`config.mk`:
```
export PLATFORM = sky130hd
export DESIGN_NAME = rmh_host_signals
export DESIGN_NICKNAME = d
export VERILOG_FILES = /design/src/design/rmh_pkg.sv /design/src/design/rmh_host_signals.sv /design/src/design/rmh_sync.sv
export VERILOG_INCLUDE_DIRS = /design/src /design/src/design
export SDC_FILE = /design/constraint.sdc
export NUM_CORES = 1
export LEC_CHECK = 0
export BUFFER_PORTS_ARGS = -buffer_cell sky130_fd_sc_hd__buf_4
export CAP_MARGIN = 20
export CORE_MARGIN = 5
export CORE_UTILIZATION = 30
export CTS_CLUSTER_SIZE = 14
export DETAILED_ROUTE_END_ITERATION = 7
export SETUP_SLACK_MARGIN = 0.2
export SYNTH_ARGS = -nofsm -noshare
export SYNTH_HDL_FRONTEND = slang
export SYNTH_SLANG_ARGS = --single-unit
```
`constraint.sdc`:
```
create_clock -name clk_in -period 5.6 [get_ports clk_in]
set_clock_uncertainty 0.05 [all_clocks]
set_input_delay 0.56 -clock clk_in [delete_from_list [all_inputs] [get_ports clk_in]]
set_output_delay 0.56 -clock clk_in [all_outputs]
set_load 0.01 [all_outputs]
```
`src/design/rmh_consts.svh`:
```
// Purpose: Offsets, field positions, reset values and timing counts of the host signal block.
// Assumes: Byte addresses on a 32-bit classic Wishbone bus, one register per word.
// Notes: Times are kept in their own units and converted to cycles here.
`ifndef RMH_CONSTS_SVH
`define RMH_CONSTS_SVH

`define RMH_CLK_HZ 10000000
`define RMH_BAUD 9600
`define RMH_BIT_CYC (`RMH_CLK_HZ / `RMH_BAUD)
`define RMH_GAP_MS 500
`define RMH_GAP_CYC (`RMH_GAP_MS * (`RMH_CLK_HZ / 1000))
`define RMH_CNT_W 11
`define RMH_GAP_W 23

`define RMH_ADR_CTRL 8'h00
`define RMH_ADR_STATUS 8'h04
`define RMH_ADR_RXDATA 8'h08
`define RMH_ADR_TXDATA 8'h0C
`define RMH_ADR_FAULT 8'h10
`define RMH_ADR_MASK 8'h14
`define RMH_ADR_BUTTON 8'h18

`define RMH_CTRL_ACK_EN 0
`define RMH_CTRL_ACK_DONE 1
`define RMH_TX_AIR_BIT 8
`define RMH_FAULT_RETRY 0
`define RMH_FAULT_OVERRUN 1
`define RMH_BTN_DEFAULTS 0
`define RMH_BTN_JOIN 1
`define RMH_PRESS_JOIN 3'h2
`define RMH_PRESS_DEFAULTS 3'h4

// Pin order {power_down_n, push_button, cmd_select, serial_in}; power_down_n and serial_in reset high, the other two low.
`define RMH_SYNC_RST 4'h9

`endif

```
`src/design/rmh_pkg.sv`:
```
// Purpose: Types shared by the host signal block.
// Assumes: Nothing beyond the constants header.
// Notes: Serial states are Gray coded along idle, start, data, stop.
package rmh_pkg;

	typedef enum logic [1:0] {
		rmh_idle = 2'h0,
		rmh_start = 2'h1,
		rmh_data = 2'h3,
		rmh_stop = 2'h2
	} rmh_ser_t;

	typedef struct packed {
		logic [3:0] s1;
		logic [3:0] s2;
		logic [3:0] s3;
		logic [3:0] q;
	} rmh_sync_t;

	typedef struct packed {
		rmh_ser_t rx_st;
		logic [10:0] rx_cnt;
		logic [2:0] rx_bit;
		logic [7:0] rx_sh;
		logic rx_full;
		logic [7:0] rx_byte;
		logic rx_pay;
		rmh_ser_t tx_st;
		logic [10:0] tx_cnt;
		logic [2:0] tx_bit;
		logic [7:0] tx_sh;
		logic tx_line;
		logic marker;
		logic ack_en;
		logic await_ack;
		logic [7:0] fault;
		logic [7:0] mask;
		logic alert;
		logic btn_prev;
		logic [2:0] presses;
		logic [22:0] gap;
		logic [1:0] btn_evt;
		logic ack;
		logic [31:0] dat;
	} rmh_state_t;

endpackage

```
`src/design/rmh_host_signals.sv`:
```
// Purpose: Host-facing UART, flow control and status pins of a radio module.
// Assumes: 10 MHz clk_in, 8N1 serial at a fixed rate, internal software on classic Wishbone.
// Notes: Software reads received bytes and writes outgoing ones; the pins follow.
//
// The Wishbone interface to the registers and the placing of the registers were left to the implementer.
`timescale 1ns/1ps
`include "rmh_consts.svh"
module rmh_host_signals #(
	parameter int unsigned GAP_CYC = `RMH_GAP_CYC
) (
	input wire logic clk_in,
	input wire logic resetn_in,
	input wire logic clk_en_in,
	input wire logic serial_in,
	input wire logic cmd_select_in,
	input wire logic push_button_input,
	input wire logic power_down_n_in,
	output logic serial_out,
	output logic cts_n_out,
	output logic reply_marker_out,
	output logic buffer_empty_flag_out,
	output logic fault_alert_out,
	output logic activity_indicator_out,
	input wire logic wb_cyc_in,
	input wire logic wb_stb_in,
	input wire logic wb_we_in,
	input wire logic [7:0] wb_adr_in,
	input wire logic [3:0] wb_sel_in,
	input wire logic [31:0] wb_dat_in,
	output logic [31:0] wb_dat_out,
	output logic wb_ack_out
);
	import rmh_pkg::*;

	rmh_state_t s_q;
	rmh_state_t s_d;
	logic [1:0] rs_q;
	logic rst_n;
	logic [3:0] pins;
	logic rx;
	logic cmd_sel;
	logic btn;
	logic pd;
	logic take;
	logic wr;
	logic rd;
	logic pop;
	logic rd_fault;
	logic tx_load;
	logic [7:0] ev;
	logic [31:0] rdata;

	// The reset is released synchronously so no flop leaves reset on a different edge.
	always_ff @(posedge clk_in or negedge resetn_in) begin
		if (!resetn_in) begin
			rs_q <= 2'h0;
		end else begin
			rs_q <= {rs_q[0], 1'b1};
		end
	end
	assign rst_n = rs_q[1];

	rmh_sync u_sync (
		.clk_in(clk_in),
		.rst_n_in(rst_n),
		.clk_en_in(clk_en_in),
		.pins_in({power_down_n_in, push_button_input, cmd_select_in, serial_in}),
		.pins_out(pins)
	);
	assign rx = pins[0];
	assign cmd_sel = pins[1];
	assign btn = pins[2];
	assign pd = ~pins[3];

	// Side effects happen on the edge where the master samples ack high.
	assign take = wb_cyc_in & wb_stb_in & s_q.ack;
	assign wr = take & wb_we_in & wb_sel_in[0];
	assign rd = take & ~wb_we_in;
	assign pop = rd & (wb_adr_in == `RMH_ADR_RXDATA) & s_q.rx_full;
	assign rd_fault = rd & (wb_adr_in == `RMH_ADR_FAULT);
	assign tx_load = wr & (wb_adr_in == `RMH_ADR_TXDATA) & (s_q.tx_st == rmh_idle) & ~pd;
	assign ev = ((wr & (wb_adr_in == `RMH_ADR_FAULT)) ? wb_dat_in[7:0] : 8'h00)
		| {6'h00, (s_q.rx_st == rmh_stop) & (s_q.rx_cnt == 11'h000) & rx & s_q.rx_full & ~pop, 1'b0};

	always_comb begin
		rdata = 32'h0000_0000;
		unique case (wb_adr_in)
			`RMH_ADR_CTRL: rdata[`RMH_CTRL_ACK_EN] = s_q.ack_en;
			`RMH_ADR_STATUS: rdata[6:0] = {cts_n_out, pd, s_q.await_ack, buffer_empty_flag_out,
				s_q.tx_st != rmh_idle, s_q.rx_pay, s_q.rx_full};
			`RMH_ADR_RXDATA: rdata[9:0] = {s_q.rx_full, s_q.rx_pay, s_q.rx_byte};
			`RMH_ADR_FAULT: rdata[7:0] = s_q.fault;
			`RMH_ADR_MASK: rdata[7:0] = s_q.mask;
			`RMH_ADR_BUTTON: rdata[1:0] = s_q.btn_evt;
			default: rdata = 32'h0000_0000;
		endcase
	end

	always_comb begin
		s_d = s_q;
		s_d.ack = wb_cyc_in & wb_stb_in & ~s_q.ack;
		if (wb_cyc_in & wb_stb_in & ~s_q.ack) begin
			s_d.dat = rdata;
		end

		if (wr & (wb_adr_in == `RMH_ADR_CTRL)) begin
			s_d.ack_en = wb_dat_in[`RMH_CTRL_ACK_EN];
			if (wb_dat_in[`RMH_CTRL_ACK_DONE] | ~wb_dat_in[`RMH_CTRL_ACK_EN]) begin
				s_d.await_ack = 1'b0;
			end
		end
		if (wr & (wb_adr_in == `RMH_ADR_MASK)) begin
			s_d.mask = wb_dat_in[7:0];
		end

		// A fresh exception wins over the clearing read in the same cycle.
		s_d.fault = (rd_fault ? 8'h00 : s_q.fault) | ev;
		if (rd_fault) begin
			s_d.alert = 1'b0;
		end
		if (|(ev & s_q.mask)) begin
			s_d.alert = 1'b1;
		end
		if (ev[`RMH_FAULT_RETRY]) begin
			s_d.await_ack = 1'b0;
		end

		if (pop) begin
			s_d.rx_full = 1'b0;
			if (s_q.rx_pay & s_q.ack_en) begin
				s_d.await_ack = 1'b1;
			end
		end

		unique case (s_q.rx_st)
			rmh_idle: begin
				if (!rx) begin
					s_d.rx_st = rmh_start;
					s_d.rx_cnt = 11'(`RMH_BIT_CYC / 2);
				end
			end
			rmh_start: begin
				if (s_q.rx_cnt != 11'h000) begin
					s_d.rx_cnt = s_q.rx_cnt - 11'h001;
				end else begin
					s_d.rx_st = rx ? rmh_idle : rmh_data;
					s_d.rx_cnt = 11'(`RMH_BIT_CYC - 1);
					s_d.rx_bit = 3'h0;
				end
			end
			rmh_data: begin
				if (s_q.rx_cnt != 11'h000) begin
					s_d.rx_cnt = s_q.rx_cnt - 11'h001;
				end else begin
					s_d.rx_sh = {rx, s_q.rx_sh[7:1]};
					s_d.rx_cnt = 11'(`RMH_BIT_CYC - 1);
					s_d.rx_bit = s_q.rx_bit + 3'h1;
					if (s_q.rx_bit == 3'h7) begin
						s_d.rx_st = rmh_stop;
					end
				end
			end
			rmh_stop: begin
				if (s_q.rx_cnt != 11'h000) begin
					s_d.rx_cnt = s_q.rx_cnt - 11'h001;
				end else begin
					s_d.rx_st = rmh_idle;
					// A byte sent against a full holding register is dropped and flagged.
					if (rx & (~s_q.rx_full | pop)) begin
						s_d.rx_full = 1'b1;
						s_d.rx_byte = s_q.rx_sh;
						s_d.rx_pay = cmd_sel;
					end
				end
			end
		endcase

		unique case (s_q.tx_st)
			rmh_idle: begin
				if (tx_load) begin
					s_d.tx_st = rmh_start;
					s_d.tx_sh = wb_dat_in[7:0];
					s_d.marker = wb_dat_in[`RMH_TX_AIR_BIT];
					s_d.tx_line = 1'b0;
					s_d.tx_cnt = 11'(`RMH_BIT_CYC - 1);
				end
			end
			rmh_start, rmh_data: begin
				if (s_q.tx_cnt != 11'h000) begin
					s_d.tx_cnt = s_q.tx_cnt - 11'h001;
				end else begin
					s_d.tx_cnt = 11'(`RMH_BIT_CYC - 1);
					if ((s_q.tx_st == rmh_data) && (s_q.tx_bit == 3'h7)) begin
						s_d.tx_st = rmh_stop;
						s_d.tx_line = 1'b1;
					end else begin
						s_d.tx_bit = (s_q.tx_st == rmh_start) ? 3'h0 : s_q.tx_bit + 3'h1;
						s_d.tx_st = rmh_data;
						s_d.tx_line = s_q.tx_sh[0];
						s_d.tx_sh = {1'b0, s_q.tx_sh[7:1]};
					end
				end
			end
			rmh_stop: begin
				if (s_q.tx_cnt != 11'h000) begin
					s_d.tx_cnt = s_q.tx_cnt - 11'h001;
				end else begin
					s_d.tx_st = rmh_idle;
				end
			end
		endcase

		if (wr & (wb_adr_in == `RMH_ADR_BUTTON)) begin
			s_d.btn_evt = s_q.btn_evt & ~wb_dat_in[1:0];
		end
		s_d.btn_prev = btn;
		if (btn & ~s_q.btn_prev) begin
			s_d.presses = (s_q.presses == 3'h7) ? s_q.presses : s_q.presses + 3'h1;
			s_d.gap = 23'(GAP_CYC - 1);
		end else if (s_q.presses != 3'h0) begin
			if (s_q.gap != 23'h00_0000) begin
				s_d.gap = s_q.gap - 23'h00_0001;
			end else begin
				s_d.presses = 3'h0;
				if (s_q.presses == `RMH_PRESS_JOIN) begin
					s_d.btn_evt[`RMH_BTN_JOIN] = 1'b1;
				end
				if (s_q.presses == `RMH_PRESS_DEFAULTS) begin
					s_d.btn_evt[`RMH_BTN_DEFAULTS] = 1'b1;
				end
			end
		end

		// Powered down, the serial engines and the button logic are parked; stored data stays.
		if (pd) begin
			s_d.rx_st = rmh_idle;
			s_d.tx_st = rmh_idle;
			s_d.tx_line = 1'b1;
			s_d.presses = 3'h0;
		end
	end

	always_ff @(posedge clk_in or negedge rst_n) begin
		if (!rst_n) begin
			s_q <= '0;
			s_q.tx_line <= 1'b1;
			s_q.marker <= 1'b1;
		end else if (clk_en_in) begin
			s_q <= s_d;
		end
	end

	assign serial_out = s_q.tx_line;
	assign cts_n_out = s_q.rx_full | pd;
	assign reply_marker_out = s_q.marker;
	assign buffer_empty_flag_out = ~s_q.rx_full & ~s_q.await_ack;
	assign fault_alert_out = s_q.alert;
	assign activity_indicator_out = (s_q.rx_st != rmh_idle) | (s_q.tx_st != rmh_idle);
	assign wb_dat_out = s_q.dat;
	assign wb_ack_out = s_q.ack;
endmodule

```
`src/design/rmh_sync.sv`:
```
// Purpose: Three-stage synchroniser for the asynchronous pins of the host signal block.
// Assumes: Pins are unrelated to clk_in.
// Notes: A change is taken only once stages two and three agree.
`timescale 1ns/1ps
`include "rmh_consts.svh"
module rmh_sync (
	input wire logic clk_in,
	input wire logic rst_n_in,
	input wire logic clk_en_in,
	input wire logic [3:0] pins_in,
	output logic [3:0] pins_out
);
	import rmh_pkg::*;

	rmh_sync_t s_q;
	rmh_sync_t s_d;
	logic [3:0] agree;

	genvar i;
	generate
		for (i = 0; i < 4; i++) begin : g_bit
			// Stage one is left to settle; only stages two and three are compared.
			assign agree[i] = (s_q.s2[i] == s_q.s3[i]) ? s_q.s3[i] : s_q.q[i];
		end
	endgenerate

	always_comb begin
		s_d = s_q;
		s_d.s1 = pins_in;
		s_d.s2 = s_q.s1;
		s_d.s3 = s_q.s2;
		s_d.q = agree;
	end

	always_ff @(posedge clk_in or negedge rst_n_in) begin
		if (!rst_n_in) begin
			s_q <= {4{`RMH_SYNC_RST}};
		end else if (clk_en_in) begin
			s_q <= s_d;
		end
	end

	assign pins_out = s_q.q;
endmodule

```
==> metrics.md, run 1 <==
| Metric | Value |
|---|---|
| Yosys reg bits | 137 |
| CP Capture Type | register |
| GRT overflow | 0 |
| CTS clk-pin slew, worst paths | 0.06 ns |
| Final ANT Viol Nets | 0 |
| R2R depth | 6 |
| # port buffers | 44 |
| Sequential share of the synthesized area | 0.4741 |
| Crit start category | register |
| CTS tree | built |
| Die W | 165.5 um |
| Inserted Diodes | 0 |
| Final worst-path cycle share | 0.5207 |
| DP Area | 7724 um2 |
| Fillers | 2485 |
| Post-DP HPWL | 11.92 mm |
| Post-synthesis mux area share | 0.05740 |
| Min-Delay Path Class | reg -> async |
| Final Hold Vio Count | 0 |
| Top FF cell, synth | dfrtp_1 |
| Worst-Skew Late Latency | 0.42 ns |
| Largest net degree at the start of global routing | 71 |
| Critical Path RT | 5.85 ns |
| Clk root buf | clkbuf_16 |
| DR pass1 iterations | 5 |
| Max_slew headroom | 0.3246 |
| Slew Viols, Final | 0 |
| Max cap viols | 0 |
| Adder-cell share of the synthesized area | 0.02241 |
| Ordered list of cells on the worst path | inv_1 > ha_1 > or4b_1 > nor3_1 > nor2b_1 > mux2_2 |
| Placer Congestion | 0.8541 |
| Worst path max stage delay | 0.69 ns |
| Row count | 57 |
| Final min period | 2.916 ns |
| Kind of critical path | reg -> reg |
| Total core area | 24110 um2 |
| Cell variety after synth | 72 |
| Avg WL per Cell | 15.61 um |
| Largest family of logic cells by synthesized area | compound AO/OA/AOI/OAI gates |
| IO Pins | 93 |
| Vias in the first global route | 5322 |
| Ys Warns | 0 |
| Synth Area in Simple Gates | 0.1803 |
| XOR/XNOR share of the synthesized area | 0.003620 |
| Total Routing Usage GR | 0.1284 |
| Post-synth EDFFs | 0 |
| Post-Synthesis Cell Area | 7258 um2 |
| Post-synthesis compound-gate area fraction | 0.1919 |
| Via/cell ratio | 5.146 |
| Starting Density | 0.3011 |
| Layout cells sized above 1 | 0.1974 |
| Final-report setup violation count | 0 |
| Status | complete, no violations |
| Vias | 5656 |
| Worst IR drop on VDD | 0.1824 mV |
| Worst EP arrival | 3.17 ns |
| Max clock buf depth | 2 |
| Unrepaired setup endpoints after global routing | false |
| Leakage power total | 3.581 nW |
| Setup repair bufs after CTS | 0 |
| Final nets | 829 |
| FFs w/ async S/R, synth | 1.000 |
| Full die area | 27410 um2 |
| Max Fanout on Critical Path | 9 |
| Slowest CP cell | nor2b_1 |
| CTS HTree Levels | 4 |
| Clock sink total | 137 |
| Fmax | 343.0 MHz |
| Antenna violations before repair | 0 |
| DRT iter0 DRCs | 476 |
| Residual DRC count | 0 |
| CTS Buf Count | 17 |
| Post-route cell area | 8344 um2 |
| Die Height | 165.5 um |
| First-pass GRT wire length | 28.15 mm |
| Pwr Density | 370.4 nW/um2 |
| Area delta synth->final | 14.96% |
| Setup_tns | 0 ns |
| WHS | 0.2271 ns |
| Mean Syn Cell Area | 9.862 um2 |
| Cells after Synth | 736 |
| WL final | 17.16 mm |
| Worst-Margin Slew | 1.009 ns |
==> logic make-up after synthesis <==
logic type,count (synthesis)
compound gates,208
xor+xnor,3
fa+ha+maj,13
buf+inv,95
flops,137
mux,37
other cells,2
simple gates,241
==> critical path: cells and delay by family (launching register included) <==
kind                     cells  cell delay (ns)
adder cells (fa/ha/maj)      1             0.17
buffers and inverters        1             0.09
flip-flops                   1             0.41
multiplexers                 1             0.41
AND/OR/NAND/NOR              3             1.68
==> synthesized netlist by cell type (5+ instances only) <==
cell      number  area (um2)
nor3_1        23       115.1
and3_1         5       31.28
or3_1         11       68.82
nand4_1        6       37.54
nand2b_1      14       87.58
a222oi_1       5       50.05
inv_1         30       112.6
a31oi_1        9       56.30
a21oi_1       35       175.2
o31ai_1       14       105.1
nor4_1        10       62.56
a21o_1         5       37.54
or2_2          9       56.30
dfstp_2       10       262.8
mux2_2        37       416.7
nor2_1        37       138.9
nand2_1       64       240.2
o21a_1         5       37.54
clkbuf_1      26       97.59
nand3_1       19       95.09
buf_4         33       247.7
dfrtp_1      127        3178
ha_1          13       162.7
or4_1         18       135.1
o211ai_1       6       45.04
o21ai_0       56       280.3
a22o_1        10       87.58
a22oi_1       18       135.1
==> area by class of cell <==
type | instances | area, um2 | share of cell area
Timing Repair Buffer | 51 | 385.4 | 0.04618
Clock inverter | 14 | 173.9 | 0.02084
Multi-Input combinational cell | 525 | 3393 | 0.4067
Clock buffer | 18 | 429.2 | 0.05143
Inverter | 30 | 112.6 | 0.01350
Sequential cell | 137 | 3445 | 0.4128
Tap cell | 324 | 405.4 | 0.04858
==> per-layer routing <==
layer,share of wire,track usage
met1,0.48,0.1823
met2,0.46,0.1967
met3,0.057,0.03127
met4,0.0086,0.03337
met5,0,0
==> state kept, by name (all words and copies together) (netlist names) <==
register          count
fault_alert_out       1
serial_out            1
rs_q                  2
s_q                 105
u_sync.pins_out       4
wb_ack_out            1
reply_marker_out      1
u_sync.s_d            8
wb_dat_out           10
u_sync.s_q            4
==> placed cells by master, fill, tap and decap left out, types with 13 or more instances in the layout <==
cell type / count
a21oi_1: 35
a22oi_1: 18
mux2_2: 37
o31ai_1: 14
nand2_1: 64
inv_1: 30
nor3_1: 23
o21ai_0: 56
buf_4: 50
or4_1: 18
nor2_1: 37
nand3_1: 19
ha_1: 13
dfrtp_1: 126
nand2b_1: 14
conb_1: 23
clkbuf_16: 17
==> power breakdown <==
group          internal (W)  switching [W]
Combinational      0.000274       0.000407
Clock              0.000703       0.000441
Sequential          0.00112       0.000151
==> repair_timing <==
action / 4_1_cts / 5_1_grt
hold endpoints to repair: 2 / 0
gates resized for setup: 0 / 0
hold buffers: 1 / 0
==> per-stage QoR <==
| step | utilization | power (W) | std cells | setup WS [ns] |
|---|---|---|---|---|
| 6_report | 0.3462 | 0.003091 | 1099 | 2.684 |
| 2_1_floorplan | - | 0.001784 | 757 | 1.468 |
| 4_1_cts | 0.3458 | 0.003123 | 1098 | 2.649 |
| 3_5_place_dp | 0.3204 | 0.001962 | 1065 | 2.390 |
| 3_3_place_gp | 0.3204 | 0.001946 | 1065 | 2.448 |
| 5_1_grt | 0.3462 | 0.003282 | 1099 | 2.450 |
==> path summary, 6_finish.rpt <==
path / end / slack [ns] / start
min in group clk_in: rs_q[1]$_DFF_PN0_ / 0.30 / rs_q[0]$_DFF_PN0_
setup reg to reg: s_q[110]$_DFFE_PN0P_ / 2.68 / s_q[128]$_DFFE_PN0P_
max in group asynchronous: s_q[95]$_DFFE_PN0P_ / 4.02 / rs_q[1]$_DFF_PN0_
hold reg to reg: s_q[35]$_DFFE_PN0P_ / 0.23 / rs_q[1]$_DFF_PN0_
setup / recovery: s_q[110]$_DFFE_PN0P_ / 2.68 / s_q[128]$_DFFE_PN0P_
hold / removal: s_q[35]$_DFFE_PN0P_ / 0.23 / rs_q[1]$_DFF_PN0_
No activity file was read; power rests on OpenSTA's default activity.
==> run 2, diff against run 1 <==
- clock period: 5.6 -> 2.9 ns (I/O delays scaled with it)
==> metrics.md, run 2 (synthesis gave the netlist of run 1 again) <==
| Metric | Value |
|---|---|
| Grt met3 use | 0.02780 (-0.003475) |
| Fmax | 369.6 MHz (+7.8%) |
| Commonest non-fill, non-tap cell in the layout | dfrtp_1 |
| Setup_tns | 0 ns (unchanged) |
| Sw frac | 0.3458 (+0.02262) |
| P_int | 0.003860 W (+85%) |
| CTS clk-pin slew, worst paths | 0.06 ns (about the same) |
| Kind of critical path | reg -> reg |
| Slew Viols, Final | 0 (unchanged) |
| Clk root buf | clkbuf_16 |
| DP Area | 7896 um2 (+2.2%) |
| FF/Latch Area | 3445 um2 (unchanged) |
| Critical Path RT | 3.21 ns (-2.64 ns) |
| Multi-input gate area | 3418 um2 (+0.74%) |
| Post-DP HPWL | 12.44 mm (+4.4%) |
| Die Height | 165.5 um (unchanged) |
| Antenna violations before repair | 0 (unchanged) |
| DRT iter0 DRCs | 457 (-4.0%) |
| Final-report setup violation count | 0 (unchanged) |
| Reg power frac | 0.413 (+0.003) |
| Vias in the first global route | 5672 (+6.6%) |
| Full die area | 27410 um2 (unchanged) |
| Max Fanout on Critical Path | 5 (-4) |
| WL final | 17.74 mm (+3.4%) |
| Worst-Margin Slew | 0.9128 ns (-0.09660 ns) |
| Via/cell ratio | 5.225 (+1.5%) |
| P_sw | 0.002041 W (+100%) |
| Total Routing Usage GR | 0.1335 (+0.005104) |
| Vias | 5857 (+3.6%) |
| Crit start category | register |
| Pwr Density | 694.9 nW/um2 (+88%) |
| Starting Density | 0.3011 (unchanged) |
| Final nets | 851 (+2.7%) |
| CTS Buf Count | 17 (unchanged) |
| Most Crowded Layer GR | met2 |
| Min-Delay Path Class | in -> reg |
| Final Non-Filler Cells | 1121 (+2.0%) |
| GR met1 Demand/Resource | 0.1820 (-0.0003129) |
| Max_slew headroom | 0.3874 (+0.06280) |
| Final Hold Vio Count | 0 (unchanged) |
| Max reg flops | 105 (unchanged) |
| Final ANT Viol Nets | 0 (unchanged) |
| Placer Congestion | 0.8395 (-1.7%) |
| Commonest cells after routing, fill and taps aside | dfrtp_1 (126), buf_4 (72), nand2_1 (64) |
| Residual DRC count | 0 (unchanged) |
| Clock sink total | 137 (unchanged) |
| Worst IR drop on VDD | 0.3510 mV (+92%) |
| Clk pwr share | 0.351 (-0.019) |
| Biggest register | s_q |
| Worst EP arrival | 3.02 ns (-0.15 ns) |
| Max cap viols | 0 (unchanged) |
| Die W | 165.5 um (unchanged) |
| Max clock buf depth | 2 (unchanged) |
| Met2 Usage GRT | 0.2099 (+0.01318) |
| GRT overflow | 0 (unchanged) |
| Unrepaired setup endpoints after global routing | true |
| Worst-Skew Late Latency | 0.43 ns (about the same) |
| Fillers | 2458 (-1.1%) |
| Row count | 57 (unchanged) |
| Status | complete, no violations |
| IO Pins | 93 (unchanged) |
| Setup repair bufs after CTS | 0 (unchanged) |
| # port buffers | 44 (unchanged) |
| Avg WL per Cell | 15.83 um (+1.4%) |
| Final min period | 2.705 ns (-0.2103 ns) |
| Total core area | 24110 um2 (unchanged) |
| First-pass GRT wire length | 29.37 mm (+4.3%) |
| DR pass1 iterations | 5 (unchanged) |
| CTS HTree Levels | 4 (unchanged) |
| Inserted Diodes | 0 (unchanged) |
| CP Capture Type | register |
| Final worst-path cycle share | 0.9329 (+0.4123) |
| Leakage power total | 3.678 nW (+2.7%) |
| CTS tree | built |
| Post-route cell area | 8492 um2 (+1.8%) |
| Combinational share of power | 0.236 (+0.016) |
| Layout cells sized above 1 | 0.2271 (+0.02968) |
| Largest net degree at the start of global routing | 57 (-20%) |
| Area delta synth->final | 17.00% |
| DP Cell Count | 1088 (+2.2%) |
==> run 2: cell types whose count changed in the layout (fill, tap and decap cells not counted), moves of 2 or more <==
cell,before,now
buf_4,50,72
bufinv_16,3,0
clkinv_4,3,1
clkinvlp_4,4,2
inv_1,30,28
inv_2,0,2
inv_6,2,6
inv_8,0,3
==> run 2: per-stage QoR <==
step / worst slack, ns / util / hold WS (ns) / power (W)
floorplan: 0.2519 / - / -0.05559 / 0.003445
global placement: 0.1401 / 0.3276 / 0.02389 / 0.003815
detailed placement: 0.1229 / 0.3276 / 0.02432 / 0.003846
CTS: 0.2077 / 0.3518 / 0.03225 / 0.005949
global route: 0.1074 / 0.3523 / 0.04550 / 0.006245
finish: 0.1945 / 0.3523 / 0.05204 / 0.005901
==> run 2: layout make-up <==
class / count / share of cell area
Multi-Input combinational cell: 525 / 0.4025
Sequential cell: 137 / 0.4056
Timing Repair Buffer: 73 / 0.06483
Inverter: 30 / 0.01326
Clock buffer: 18 / 0.05054
Tap cell: 324 / 0.04774
Clock inverter: 14 / 0.01547
==> run 2: final timing paths <==
check	from	end	slack, ns	depth (start not counted)
setup / recovery	s_q[36]$_DFFE_PN0P_	s_q[55]$_DFFE_PN0P_	0.19	7
setup reg to reg	s_q[36]$_DFFE_PN0P_	s_q[55]$_DFFE_PN0P_	0.19	7
min in group asynchronous	resetn_in	rs_q[1]$_DFF_PN0_	0.13	2
hold / removal	push_button_input	u_sync.s_d[10]$_DFFE_PN0P_	0.05	2
hold reg to reg	rs_q[0]$_DFF_PN0_	rs_q[1]$_DFF_PN0_	0.30	0
max in group asynchronous	rs_q[1]$_DFF_PN0_	s_q[80]$_DFFE_PN0P_	1.58	1
==> run 2: worst max-delay path: stages (launching register included) <==
cell     delay, ns
dfrtp_1       0.41
inv_2         0.08
ha_4          0.15
or4b_4        0.50
or4_4         0.53
or4_1         0.42
or4_1         0.42
nand2_1       0.08
==> run 2: metal layers <==
metal,routed length (um),share of wire,vias up
li1,-,-,2788
met1,8188,0.46,2882
met2,8143,0.46,162
met3,1119,0.063,25
met4,289,0.016,0
met5,0,0,-
==> run 2: power by group through the flow <==
stage                     sequential [W]  combinational, W  clock [W]
after floorplan                  0.00237           0.00108          0
after global placement           0.00246           0.00136          0
after detailed placement         0.00247           0.00138          0
after CTS                        0.00244           0.00140    0.00211
after global routing             0.00248           0.00157    0.00219
final                            0.00244           0.00139    0.00207
==> run 2: timing repair <==
item | in CTS | in global routing
gates resized for setup | 4 | 3
pin swaps | 1 | 0
hold buffers | 1 | 0
endpoints found under the hold margin | 2 | 0
setup endpoints to repair | 1 | 12
